### src/hw/rts_pkg.sv
// constants, modes and states of the reset sequencer
// assumes a 20 MHz system clock
package rts_pkg;
  localparam int unsigned CLK_NS      = 50;
  localparam int unsigned NOM_OSC_HZ  = 4_000_000;
  localparam int unsigned POWERUP_DELAY_TIMER_MS     = 72;
  localparam int unsigned RC_TICK_NS  = 1000;
  localparam int unsigned RC_DIV      = RC_TICK_NS / CLK_NS;
  localparam int unsigned POWERUP_DELAY_TIMER_TICKS  = POWERUP_DELAY_TIMER_MS * 1_000_000 / RC_TICK_NS;
  localparam int unsigned OST_CYC     = 1024;
  localparam int unsigned BOD_MIN_NS  = 100;
  localparam int unsigned BOD_MIN_CYC = (BOD_MIN_NS + CLK_NS - 1) / CLK_NS;
  localparam int unsigned FILT_NS     = 2000;
  localparam int unsigned FILT_CYC    = (FILT_NS + CLK_NS - 1) / CLK_NS;
  // register word indices; byte address is four times the index
  localparam logic [9:0] PS_IDX   = 10'h08E;
  localparam logic [9:0] TRIM_IDX = 10'h08F;
  localparam logic [9:0] CTRL_IDX = 10'h090;
  localparam logic [9:0] STAT_IDX = 10'h091;
  localparam int unsigned PS_BOD_BIT = 0;
  localparam int unsigned PS_POR_BIT = 1;
  localparam logic       PS_BOD_RST = 1'h0;
  localparam logic       PS_POR_RST = 1'h0;
  localparam logic [7:0] TRIM_RST   = 8'h00;
  localparam logic [7:0] CTRL_RST   = 8'h00;
  typedef enum logic [2:0] {
    MODE_LP   = 3'h0, MODE_XT   = 3'h1, MODE_HS   = 3'h2, MODE_EC = 3'h3,
    MODE_IOSC = 3'h4, MODE_IOSC_CK = 3'h5, MODE_RC = 3'h6, MODE_RC_CK = 3'h7
  } rts_mode_e;
  typedef enum logic [4:0] {
    ST_POR  = 5'h01,
    ST_BOD  = 5'h02,
    ST_POWERUP_DELAY_TIMER = 5'h04,
    ST_OST  = 5'h08,
    ST_RUN  = 5'h10
  } rts_state_e;
endpackage

### src/hw/rts_top.sv
// reset and start-up sequencer with power status register
// expects synchronous inputs, classic wishbone master, 20 MHz clk
//
// Implementation choice: the Wishbone register port.
`timescale 1ns/1ps
`default_nettype none
module rts_top #(
  parameter int unsigned POWERUP_DELAY_TIMER_TICKS  = rts_pkg::POWERUP_DELAY_TIMER_TICKS,
  parameter int unsigned RC_DIV      = rts_pkg::RC_DIV,
  parameter int unsigned OST_CYC     = rts_pkg::OST_CYC,
  parameter int unsigned FILT_CYC    = rts_pkg::FILT_CYC,
  parameter int unsigned BOD_MIN_CYC = rts_pkg::BOD_MIN_CYC
) (
  input  wire logic        clk,
  input  wire logic        sys_rst,
  input  wire logic        wb_cyc_i,
  input  wire logic        wb_stb_i,
  input  wire logic        wb_we_i,
  input  wire logic [11:0] wb_adr_i,
  input  wire logic [3:0]  wb_sel_i,
  input  wire logic [31:0] wb_dat_i,
  output logic      [31:0] wb_dat_o,
  output logic             wb_ack_o,
  input  wire rts_pkg::rts_mode_e osc_mode_i,
  input  wire logic        powerup_delay_disable_n,
  input  wire logic        brownout_enable,
  input  wire logic        external_reset_pin_enable,
  input  wire logic        external_reset_n,
  input  wire logic        vdd_por_ok_i,
  input  wire logic        vdd_above_bod_i,
  input  wire logic        wdt_reset_i,
  input  wire logic        sleep_wake_i,
  input  wire logic        osc1_i,
  input  wire logic        gpio4_out_i,
  input  wire logic        gpio4_oe_n_i,
  output logic             shared_io_pin4_o,
  output logic             shared_io_pin4_oe_n,
  output logic             divided_clock_out,
  output logic      [7:0]  osc_trim_reg,
  output logic      [7:0]  ctrl_o,
  output logic             core_reset_o,
  output logic             core_stall_o
);
  import rts_pkg::*;

  localparam int DW = $clog2(RC_DIV + 1);
  localparam int PW = $clog2(POWERUP_DELAY_TIMER_TICKS + 1);
  localparam int OW = $clog2(OST_CYC + 1);
  localparam int FW = $clog2(FILT_CYC + 1);
  localparam int BW = $clog2(BOD_MIN_CYC + 1);

  // counters below need at least one step to count
  if (POWERUP_DELAY_TIMER_TICKS < 1 || RC_DIV < 1 || OST_CYC < 1 ||
      FILT_CYC < 1 || BOD_MIN_CYC < 1)
  begin : g_chk
    $error("rts_top: counts must be at least one");
  end

  function automatic logic is_xtal(input rts_mode_e m);
    is_xtal = (m == MODE_LP) || (m == MODE_XT) || (m == MODE_HS);
  endfunction

  function automatic logic is_ck(input rts_mode_e m);
    is_ck = (m == MODE_IOSC_CK) || (m == MODE_RC_CK);
  endfunction

  rts_state_e    st_q;
  rts_state_e    st_d;
  logic          xtal;
  logic          powerup_delay_timer_en;
  logic [DW-1:0] rc_div_q;
  logic          rc_tick;
  logic          osc1_q;
  logic          osc_rise;
  logic          ext_eff;
  logic [FW-1:0] filt_q;
  logic          ext_rst_q;
  logic [BW-1:0] bod_cnt_q;
  logic          bod_low;
  logic          bod_trip;
  logic [PW-1:0] powerup_delay_timer_q;
  logic          powerup_delay_timer_done;
  logic [OW-1:0] ost_q;
  logic          ost_done;
  logic          por_path_q;
  logic          wake_q;
  logic          core_reset_d;
  logic [1:0]    fdiv_q;
  logic          ps_bod_n_q;
  logic          ps_por_n_q;
  logic [7:0]    trim_q;
  logic [7:0]    ctrl_q;
  logic          ack_q;
  logic          req;
  logic          wr;
  logic [9:0]    idx;
  logic [31:0]   rd_d;

  assign xtal    = is_xtal(osc_mode_i);
  assign powerup_delay_timer_en = !powerup_delay_disable_n;

  // private rc oscillator stand-in: one tick per RC_DIV clocks
  assign rc_tick = (rc_div_q == DW'(RC_DIV - 1));
  always_ff @(posedge clk)
  begin
    if (sys_rst || rc_tick)
    begin
      rc_div_q <= '0;
    end
    else
    begin
      rc_div_q <= rc_div_q + DW'(1);
    end
  end

  // crystal input edge, taken as synchronous to clk
  assign osc_rise = osc1_i && !osc1_q;
  always_ff @(posedge clk)
  begin
    if (sys_rst)
    begin
      osc1_q <= 1'b0;
    end
    else
    begin
      osc1_q <= osc1_i;
    end
  end

  assign ext_eff = external_reset_pin_enable || external_reset_n;

  // pin must stay low FILT_CYC clocks
  always_ff @(posedge clk)
  begin
    if (sys_rst || ext_eff)
    begin
      filt_q    <= '0;
      ext_rst_q <= 1'b0;
    end
    else
    begin
      if (filt_q != FW'(FILT_CYC))
      begin
        filt_q <= filt_q + FW'(1);
      end
      ext_rst_q <= (filt_q >= FW'(FILT_CYC - 1));
    end
  end

  // trip only after more than the minimum low time
  assign bod_low  = brownout_enable && !vdd_above_bod_i;
  assign bod_trip = bod_low && (bod_cnt_q == BW'(BOD_MIN_CYC));
  always_ff @(posedge clk)
  begin
    if (sys_rst || !bod_low)
    begin
      bod_cnt_q <= '0;
    end
    else if (bod_cnt_q != BW'(BOD_MIN_CYC))
    begin
      bod_cnt_q <= bod_cnt_q + BW'(1);
    end
  end

  // delay counted in rc ticks, restarted on each entry
  assign powerup_delay_timer_done = rc_tick && (powerup_delay_timer_q == PW'(POWERUP_DELAY_TIMER_TICKS - 1));
  always_ff @(posedge clk)
  begin
    if (sys_rst || st_q != ST_POWERUP_DELAY_TIMER)
    begin
      powerup_delay_timer_q <= '0;
    end
    else if (rc_tick)
    begin
      powerup_delay_timer_q <= powerup_delay_timer_q + PW'(1);
    end
  end

  assign ost_done = osc_rise && (ost_q == OW'(OST_CYC - 1));
  always_ff @(posedge clk)
  begin
    if (sys_rst || st_q != ST_OST)
    begin
      ost_q <= '0;
    end
    else if (osc_rise)
    begin
      ost_q <= ost_q + OW'(1);
    end
  end

  // sequencer next state; the reset pin plays no part here
  // delays run from power-on, brown-out or a wake only
  always_comb
  begin
    st_d = st_q;
    unique case (st_q)
      ST_POR:
      begin
        if (vdd_por_ok_i && (!brownout_enable || vdd_above_bod_i))
        begin
          // power-up delay first, then start-up count
          if (powerup_delay_timer_en)
          begin
            st_d = ST_POWERUP_DELAY_TIMER;
          end
          else
          begin
            st_d = xtal ? ST_OST : ST_RUN;
          end
        end
      end
      ST_BOD:
      begin
        if (vdd_above_bod_i)
        begin
          st_d = powerup_delay_timer_en ? ST_POWERUP_DELAY_TIMER : ST_RUN;
        end
      end
      ST_POWERUP_DELAY_TIMER:
      begin
        if (bod_trip)
        begin
          st_d = ST_BOD;
        end
        else if (powerup_delay_timer_done)
        begin
          st_d = (por_path_q && xtal) ? ST_OST : ST_RUN;
        end
      end
      ST_OST:
      begin
        if (bod_trip)
        begin
          st_d = ST_BOD;
        end
        else if (ost_done)
        begin
          st_d = ST_RUN;
        end
      end
      ST_RUN:
      begin
        if (bod_trip)
        begin
          st_d = ST_BOD;
        end
        // wake from sleep in crystal modes
        else if (sleep_wake_i && xtal)
        begin
          st_d = ST_OST;
        end
      end
      default: st_d = ST_POR;
    endcase
  end

  // power-on state is left once; a falling supply never returns here
  always_ff @(posedge clk)
  begin
    if (sys_rst)
    begin
      st_q <= ST_POR;
    end
    else
    begin
      st_q <= st_d;
    end
  end

  // remembers whether the sequence began at power-on, after a brown-out or from a wake
  always_ff @(posedge clk)
  begin
    if (sys_rst)
    begin
      por_path_q <= 1'b1;
      wake_q     <= 1'b0;
    end
    else
    begin
      if (st_d == ST_BOD)
      begin
        por_path_q <= 1'b0;
      end
      wake_q <= (st_q == ST_RUN && st_d == ST_OST) ||
                (wake_q && st_d == ST_OST);
    end
  end

  // any source or running timer holds the core, except the start-up count after a wake; released on clk
  // watchdog only reaches the core, never the pin
  assign core_reset_d = !(st_q == ST_RUN || (st_q == ST_OST && wake_q)) ||
                        ext_rst_q || wdt_reset_i;
  always_ff @(posedge clk)
  begin
    if (sys_rst)
    begin
      core_reset_o <= 1'b1;
      core_stall_o <= 1'b0;
    end
    else
    begin
      core_reset_o <= core_reset_d;
      core_stall_o <= (st_q == ST_OST) && wake_q;
    end
  end

  // fosc/4 on the shared pin in clock-out modes
  always_ff @(posedge clk)
  begin
    if (sys_rst)
    begin
      fdiv_q              <= 2'h0;
      divided_clock_out   <= 1'b0;
      shared_io_pin4_o    <= 1'b0;
      shared_io_pin4_oe_n <= 1'b1;
    end
    else
    begin
      fdiv_q            <= fdiv_q + 2'h1;
      divided_clock_out <= fdiv_q[1];
      if (is_ck(osc_mode_i))
      begin
        shared_io_pin4_o    <= fdiv_q[1];
        shared_io_pin4_oe_n <= 1'b0;
      end
      else
      begin
        // crystal modes keep the pin for the oscillator
        shared_io_pin4_o    <= gpio4_out_i;
        shared_io_pin4_oe_n <= xtal || gpio4_oe_n_i;
      end
    end
  end

  // classic wishbone slave, ack one clock after the strobe
  assign req = wb_cyc_i && wb_stb_i && !ack_q;
  assign wr  = req && wb_we_i && wb_sel_i[0];
  assign idx = wb_adr_i[11:2];
  always_ff @(posedge clk)
  begin
    if (sys_rst)
    begin
      ack_q    <= 1'b0;
      wb_dat_o <= 32'h0;
    end
    else
    begin
      ack_q <= req;
      if (req)
      begin
        wb_dat_o <= rd_d;
      end
    end
  end
  assign wb_ack_o = ack_q;

  // read mux; unmapped words and unused bits read zero
  always_comb
  begin
    rd_d = 32'h0;
    unique case (idx)
      PS_IDX:
      begin
        rd_d[PS_BOD_BIT] = ps_bod_n_q;
        rd_d[PS_POR_BIT] = ps_por_n_q;
      end
      TRIM_IDX: rd_d[7:0] = trim_q;
      CTRL_IDX: rd_d[7:0] = ctrl_q;
      STAT_IDX: rd_d[7:0] = {core_stall_o, ext_rst_q, bod_low, st_q};
      default:  rd_d = 32'h0;
    endcase
  end

  // hardware clear beats a software set in the same cycle
  // power-on clears both, a brown-out trip also clears the brown-out flag; written to one by software
  always_ff @(posedge clk)
  begin
    if (sys_rst)
    begin
      ps_bod_n_q <= PS_BOD_RST;
      ps_por_n_q <= PS_POR_RST;
    end
    else
    begin
      if (bod_trip)
      begin
        ps_bod_n_q <= 1'b0;
      end
      else if (wr && idx == PS_IDX)
      begin
        ps_bod_n_q <= wb_dat_i[PS_BOD_BIT];
      end
      if (wr && idx == PS_IDX)
      begin
        ps_por_n_q <= wb_dat_i[PS_POR_BIT];
      end
    end
  end

  // trim survives every reset except power-on
  always_ff @(posedge clk)
  begin
    if (sys_rst)
    begin
      trim_q <= TRIM_RST;
    end
    else if (wr && idx == TRIM_IDX)
    begin
      trim_q <= wb_dat_i[7:0];
    end
  end
  assign osc_trim_reg = trim_q;

  // reloaded on every chip reset, kept through a wake
  always_ff @(posedge clk)
  begin
    if (sys_rst || core_reset_o)
    begin
      ctrl_q <= CTRL_RST;
    end
    else if (wr && idx == CTRL_IDX)
    begin
      ctrl_q <= wb_dat_i[7:0];
    end
  end
  assign ctrl_o = ctrl_q;
endmodule
`default_nettype wire

### config.mk
export PLATFORM = sky130hd
export DESIGN_NAME = rts_top
export DESIGN_NICKNAME = d
export VERILOG_FILES = /design/src/hw/rts_pkg.sv /design/src/hw/rts_top.sv
export SDC_FILE = /design/constraint.sdc
export NUM_CORES = 1
export LEC_CHECK = 0
export ABC_CLOCK_PERIOD_IN_PS = 2450
export BUFFER_PORTS_ARGS = -buffer_cell sky130_fd_sc_hd__buf_2
export CELL_PAD_IN_SITES_DETAIL_PLACEMENT = 0
export CELL_PAD_IN_SITES_GLOBAL_PLACEMENT = 1
export CORE_MARGIN = 2
export CORE_UTILIZATION = 35
export DETAILED_ROUTE_END_ITERATION = 10
export GPL_TIMING_DRIVEN = 0
export PLACE_DENSITY = 0.84
export SLEW_MARGIN = 20
export SYNTH_ARGS = -nofsm -noshare
export SYNTH_HDL_FRONTEND = slang
export SYNTH_SLANG_ARGS = --single-unit
### constraint.sdc
create_clock -name clk -period 2.45 [get_ports clk]
set_input_delay 0.3675 -clock clk [delete_from_list [all_inputs] [get_ports clk]]
set_output_delay 0.3675 -clock clk [all_outputs]
set_load 0.01 [all_outputs]
==> impl_metrics.json, run 1 <==
{
  "rsz0062_at_grt": "no",
  "cellPowerDensity_nw_per_um2": 636,
  "clock_latency_ns": 0.33,
  "dp.cells": 666,
  "cts.sinks": 84,
  "ys_top_cells_by_area": "dfxtp_1, nor2_1, mux2i_1, buf_4, xor2_1",
  "fmax_mhz": 462,
  "numPortBuffers": 67,
  "drc": 0,
  "pre_cts_slack_ns": 0.0638,
  "drive_gt1_share_pct": 23.7,
  "period_share_pct": 88.4,
  "synth_top_area_share_pct": 42.7,
  "drt-initial-drc-count": 123,
  "postCtsResizedCells": 0,
  "finalCriticalPeriod_ns": 2.17,
  "r2r_cells": 7,
  "fp.dieH_um": 110,
  "grt-ovfl-total": 0,
  "status": "finished clean",
  "ys_ff_latch": 84,
  "antenna_left": 0,
  "coreArea_um2": 10900,
  "detailed_place_hpwl_um": 6690,
  "regMostFlops": "powerup_delay_timer_q",
  "diodes": 0,
  "first_pass_iters": 4,
  "antenna_found_initial": 0,
  "postSynth.asyncResetShare_pct": 0,
  "endpoint": "powerup_delay_timer_q[11]",
  "finalHoldViolCount": 0,
  "largestRegisters": "powerup_delay_timer_q x17, ost_q x11",
  "ios": 121,
  "wl_per_cell_um": 13.1,
  "maxCapViolations": 0,
  "fin_skew_ns": 0.0101,
  "hold_buffers": 0,
  "slew_viol_final": 0,
  "htree_levels": 3,
  "numCtsBuffers": 9,
  "r2r_slack_ns": 0.28,
  "die_w_um": 110,
  "largest_reg_flops": 17,
  "peakVddDrop_mv": 0.441,
  "cts_buffer_depth": 2,
  "fin_nets": 610,
  "num_rows": 38,
  "crit_path_start_kind": "flop",
  "totalWireLength_um": 8890,
  "cp-end-kind": "flop",
  "finalSetupViolations": 0,
  "yosysTopAreaCell": "dfxtp_1",
  "synth-main-ff-cell": "dfxtp_1",
  "grt_pass1_vias": 3075,
  "synth_seq_area_share_pct": 42.7,
  "tns_ns": 0,
  "grt_max_degree": 15,
  "synth.distinct_cells": 56,
  "timing.final.ws_setup_ns": 0.284,
  "hold_start": "wdt_reset_i",
  "yosysWarnings": 0,
  "cts_tree": "built",
  "clk_pin_slew_ns": 0.06,
  "synth_cells": 436,
  "crit_type": "reg2reg",
  "die-area_um2": 12100,
  "cts-root-buf": "clkbuf_16",
  "synth-edff-count": 0,
  "r2r-end": "powerup_delay_timer_q[11]",
  "avgSynthCellArea_um2": 9.04,
  "critPathLaunch": "rc_div_q[0]",
  "p_leak_nw": 2.07,
  "start_util_pct": 36.0,
  "r2r_start": "rc_div_q[0]",
  "place_congestion": 0.787,
  "crit_fanout": 10,
  "arrival_ns": 2.42,
  "hp-class": "in2reg",
  "layout.cells.non_filler": 681,
  "avgViaCountPerCell": 4.78,
  "tightest_slew_ns": 0.683,
  "syn_area_um2": 3940,
  "grt_use_total_pct": 15.2,
  "vias": 3258,
  "cts_setup_buffers": 0,
  "slew_headroom_pct": 54.4,
  "area_delta_synth_final_pct": 23.1,
  "grt_pass1_wl_um": 14400,
  "critical_path_required_ns": 2.71
}
power breakdown:
part / internal (mW) / total (mW) / switching (mW)
logic: 0.109 / 0.238 / 0.129
registers: 1.39 / 1.41 / 0.0223
clock network: 0.889 / 1.43 / 0.545
total: 2.39 / 3.09 / 0.696
critical path, stage by stage (launching register included):
cell and delay, ns:
dfxtp_1 0.36, ha_1 0.23, nor4bb_1 0.33, buf_2 0.29, and2_1 0.20, nand3_1 0.17, or3_1 0.38, a21oi_1 0.14
through the flow:
step	area [um^2]	total power [mW]	hold WS [ns]	util, %
after floorplan	4030	1.60	0.410	-
after global placement	4540	1.68	0.422	41.5
after detailed placement	4540	1.68	0.430	41.5
after CTS	4850	3.11	0.239	44.4
after global routing	4850	3.21	0.244	44.4
final	4850	3.09	0.244	44.4
worst min-delay path by stage:
| stage | end | slack [ns] | depth (start not counted) |
|---|---|---|---|
| floorplan | core_reset_o | 0.41 | 1 |
| global placement | fdiv_q[0] | 0.42 | 1 |
| detailed placement | fdiv_q[0] | 0.43 | 1 |
| CTS | core_reset_o | 0.24 | 2 |
| global route | core_reset_o | 0.24 | 2 |
| finish | core_reset_o | 0.24 | 2 |
synth_stat cells, types with 7 or more instances:
master,instances
mux2i_1,24
xnor2_1,15
dfxtp_1,84
nand3_1,11
o21ai_0,10
nor3_1,23
clkbuf_1,9
inv_1,12
nor2_1,73
a21oi_1,12
nand2_1,16
xor2_1,17
mux2_2,7
or3_1,8
buf_4,24
nand4_1,10
cells in the final DEF (no fill, tap or decap), drive strengths merged, types with 4 or more instances in the layout:
cell     n
mux2     7
xnor2   15
nor3    24
nor2b    4
nand4b   4
ha       6
nand2   17
clkbuf  18
inv     13
mux2i   24
buf     95
xor2    17
dfxtp   84
nand2b   4
nand3   11
conb    24
a221oi   6
a211oi   4
a21oi   12
nor2    74
o21ai   10
nand4   11
or3      9
area by class of cell:
type                            instances  area (um^2)
Sequential cell                        84         1680
Timing Repair Buffer                   67          335
Fill cell                            1081         6080
Buffer                                 37          233
Clock inverter                          6         88.8
Tap cell                              140          175
Clock buffer                            9          225
Multi-Input combinational cell        326         2070
Inverter                               12         45.0
logic make-up after synthesis:
logic type | share of synthesized area, %
AOI/OAI and AO/OA | 7.62
and+or+nand+nor | 25.5
muxes | 8.10
DFF | 42.7
other | 0.0951
xor gates and xnor gates | 7.11
adders and majority gates | 1.90
buffers and inverters | 7.05
per-layer routing:
layer  GRT usage (%)  wire length (um)
met1            19.2              4090
met2            25.5              4190
met3            3.12               525
met4            5.71                83
met5               0                 0
Note: power is estimated with default switching activity, not from simulation.
==> inputs of run 2 (changes only) <==
--- a/config.mk
+++ b/config.mk
@@ -5,6 +5,7 @@
 export SDC_FILE = /design/constraint.sdc
 export NUM_CORES = 1
 export LEC_CHECK = 0
+export ABC_AREA = 1
 export ABC_CLOCK_PERIOD_IN_PS = 2450
 export BUFFER_PORTS_ARGS = -buffer_cell sky130_fd_sc_hd__buf_2
 export CELL_PAD_IN_SITES_DETAIL_PLACEMENT = 0
@@ -13,7 +14,7 @@
 export CORE_UTILIZATION = 35
 export DETAILED_ROUTE_END_ITERATION = 10
 export GPL_TIMING_DRIVEN = 0
-export PLACE_DENSITY = 0.84
+export PLACE_DENSITY = 0.86
 export SLEW_MARGIN = 20
 export SYNTH_ARGS = -nofsm -noshare
 export SYNTH_HDL_FRONTEND = slang
==> impl_metrics.json, run 2 <==
{
  "cts_tree": "built",
  "drc": 0,
  "synth_top_area_share_pct": 40.0,
  "grt_use_total_pct": 15.5,
  "crit_path_start_kind": "flop",
  "final_core_util_pct": 43.1,
  "area_delta_synth_final_pct": 21.5,
  "rsz0062_at_grt": "no",
  "wl_met2_um": 4650,
  "cts-root-buf": "clkbuf_16",
  "cellPowerDensity_nw_per_um2": 584,
  "whs_ns": 0.250,
  "grt-ovfl-total": 0,
  "syn_area_um2": 4210,
  "synth.distinct_cells": 33,
  "cts_setup_buffers": 0,
  "critPathLaunch": "bod_cnt_q[0]",
  "fin_nets": 763,
  "clk_pin_slew_ns": 0.07,
  "htree_levels": 3,
  "fp.dieH_um": 114,
  "finalHoldViolCount": 0,
  "layout_common_cells": "nand2_1, dfxtp_1, nor2_1",
  "yosysWarnings": 0,
  "wl_per_cell_um": 11.7,
  "antenna_found_initial": 0,
  "fin_skew_ns": 0.00785,
  "critical_path_required_ns": 2.69,
  "numCtsBuffers": 9,
  "synth_most_common_cell": "nand2_1",
  "timing.final.ws_setup_ns": 0.767,
  "numPortBuffers": 67,
  "grt_max_degree": 16,
  "top_layer_used": "met4",
  "synth_cells": 589,
  "largest_reg_flops": 17,
  "p_leak_nw": 2.23,
  "finalSetupViolations": 0,
  "drive_gt1_share_pct": 20.0,
  "synth_seq_area_share_pct": 40.0,
  "final_common_cell": "nand2_1",
  "layout.cells.non_filler": 842,
  "clock_latency_ns": 0.34,
  "peakVddDrop_mv": 0.343,
  "hold_start": "gpio4_oe_n_i",
  "wirelength_met1_um": 4610,
  "largestRegisters": "powerup_delay_timer_q x17, ost_q x11",
  "synth_common_cells": "nand2_1, dfxtp_1, nor2_1",
  "wl_met3_um": 471,
  "diodes": 0,
  "arrival_ns": 1.93,
  "totalWireLength_um": 9890,
  "hold_buffers": 0,
  "synth-main-ff-cell": "dfxtp_1",
  "num_rows": 40,
  "crit_fanout": 5,
  "avgSynthCellArea_um2": 7.15,
  "place_congestion": 0.907,
  "yosysTopAreaCell": "dfxtp_1",
  "fmax_mhz": 594,
  "ys_top_cells_by_area": "dfxtp_1, nand2_1, nor2_1, inv_1, a21oi_1",
  "die-area_um2": 12900,
  "grt_pass1_wl_um": 16100,
  "start_util_pct": 35.5,
  "postSynth.asyncResetShare_pct": 0,
  "tns_ns": 0,
  "nFillCells": 1240,
  "drt-initial-drc-count": 365,
  "cts.sinks": 84,
  "regMostFlops": "powerup_delay_timer_q",
  "vias": 3985,
  "tightest_slew_ns": 0.555,
  "ios": 121,
  "crit_type": "reg2reg",
  "pre_cts_slack_ns": 0.749,
  "grt_pass1_vias": 3605,
  "finalCriticalPeriod_ns": 1.68,
  "avgViaCountPerCell": 4.73,
  "slew_viol_final": 0,
  "detailed_place_hpwl_um": 7770,
  "postCtsResizedCells": 0,
  "maxCapViolations": 0,
  "coreArea_um2": 11900,
  "status": "finished clean",
  "hp-class": "in2reg",
  "period_share_pct": 68.7,
  "ys_ff_latch": 84,
  "antenna_left": 0,
  "die_w_um": 114,
  "r2r_start": "bod_cnt_q[0]",
  "dp.cells": 826,
  "cp-end-kind": "flop",
  "cts_buffer_depth": 2,
  "slew_headroom_pct": 62.9,
  "synth-edff-count": 0,
  "first_pass_iters": 5
}
==> run 2: cell count changes in the layout (fill, tap and decap cells not counted), moves of 7 or more <==
cell,previous run,this run
a21oi_1,12,49
inv_1,12,69
mux2_2,7,0
mux2i_1,24,0
nand2_1,16,113
nand3_1,11,49
nand4_1,10,18
nor2_4,0,9
nor3_1,23,9
o21ai_0,10,28
or3_1,8,0
xnor2_1,15,6
xor2_1,17,8
==> run 2: cell type report <==
type	count	area, um^2	share of cell area [%]
sequential	84	1680	32.9
inverter	72	270	5.29
tap	147	184	3.60
timing repair buffer	67	335	6.56
clock buffer	9	225	4.40
multi-input combinational	422	2100	41.1
buffer	34	240	4.70
clock inverter	7	73.8	1.44
==> run 2: kinds of logic (layout without fill, tap and decap cells) <==
logic type	count (synthesis)	count (layout)	synth area share, %
compound gates	88	88	11.4
fa+ha+maj	6	6	1.78
buf+inv	106	189	12.1
simple gates	290	290	31.8
other cells	1	24	0.0891
flops	84	84	40.0
xor+xnor	14	14	2.91
==> run 2: worst paths after layout <==
| path | slack (ns) | cells past startpoint | to |
|---|---|---|---|
| worst max-delay path | 0.77 | 11 | st_q[4] |
| worst min-delay path | 0.25 | 3 | shared_io_pin4_oe_n |
| worst max register to register | 0.77 | 11 | st_q[4] |
| worst min register to register | 0.43 | 1 | fdiv_q[0] |
==> run 2: stage by stage <==
step	power (mW)	cell area (um^2)
finish	2.99	5110
global route	3.12	5110
CTS	3.02	5110
detailed placement	1.65	4810
global placement	1.65	4810
floorplan	1.58	4300
==> run 2: per-layer routing <==
| layer | GRT usage (%) | up-vias |
|---|---|---|
| met2 | 25.4 | 95 |
| met5 | 0 | - |
| met3 | 2.23 | 15 |
| met4 | 6.59 | 0 |
| met1 | 20.4 | 1809 |
| li1 | - | 2066 |
==> run 2: power breakdown <==
part           internal (mW)  total [mW]  switching (mW)
Clock                  0.794        1.36           0.568
Sequential              1.39        1.40          0.0166
Combinational         0.0882       0.223           0.135
Total                   2.27        2.99           0.719
==> run 2: critical path, stage by stage, from the launching register on <==
cell and delay (ns):
dfxtp_1 0.32, inv_1 0.06, ha_1 0.22, inv_1 0.09, nor2_1 0.31, nor2_1 0.11, nand2_1 0.07, o21ai_0 0.08
nor2_1 0.14, nand3_1 0.08, nand2_1 0.06, inv_1 0.04
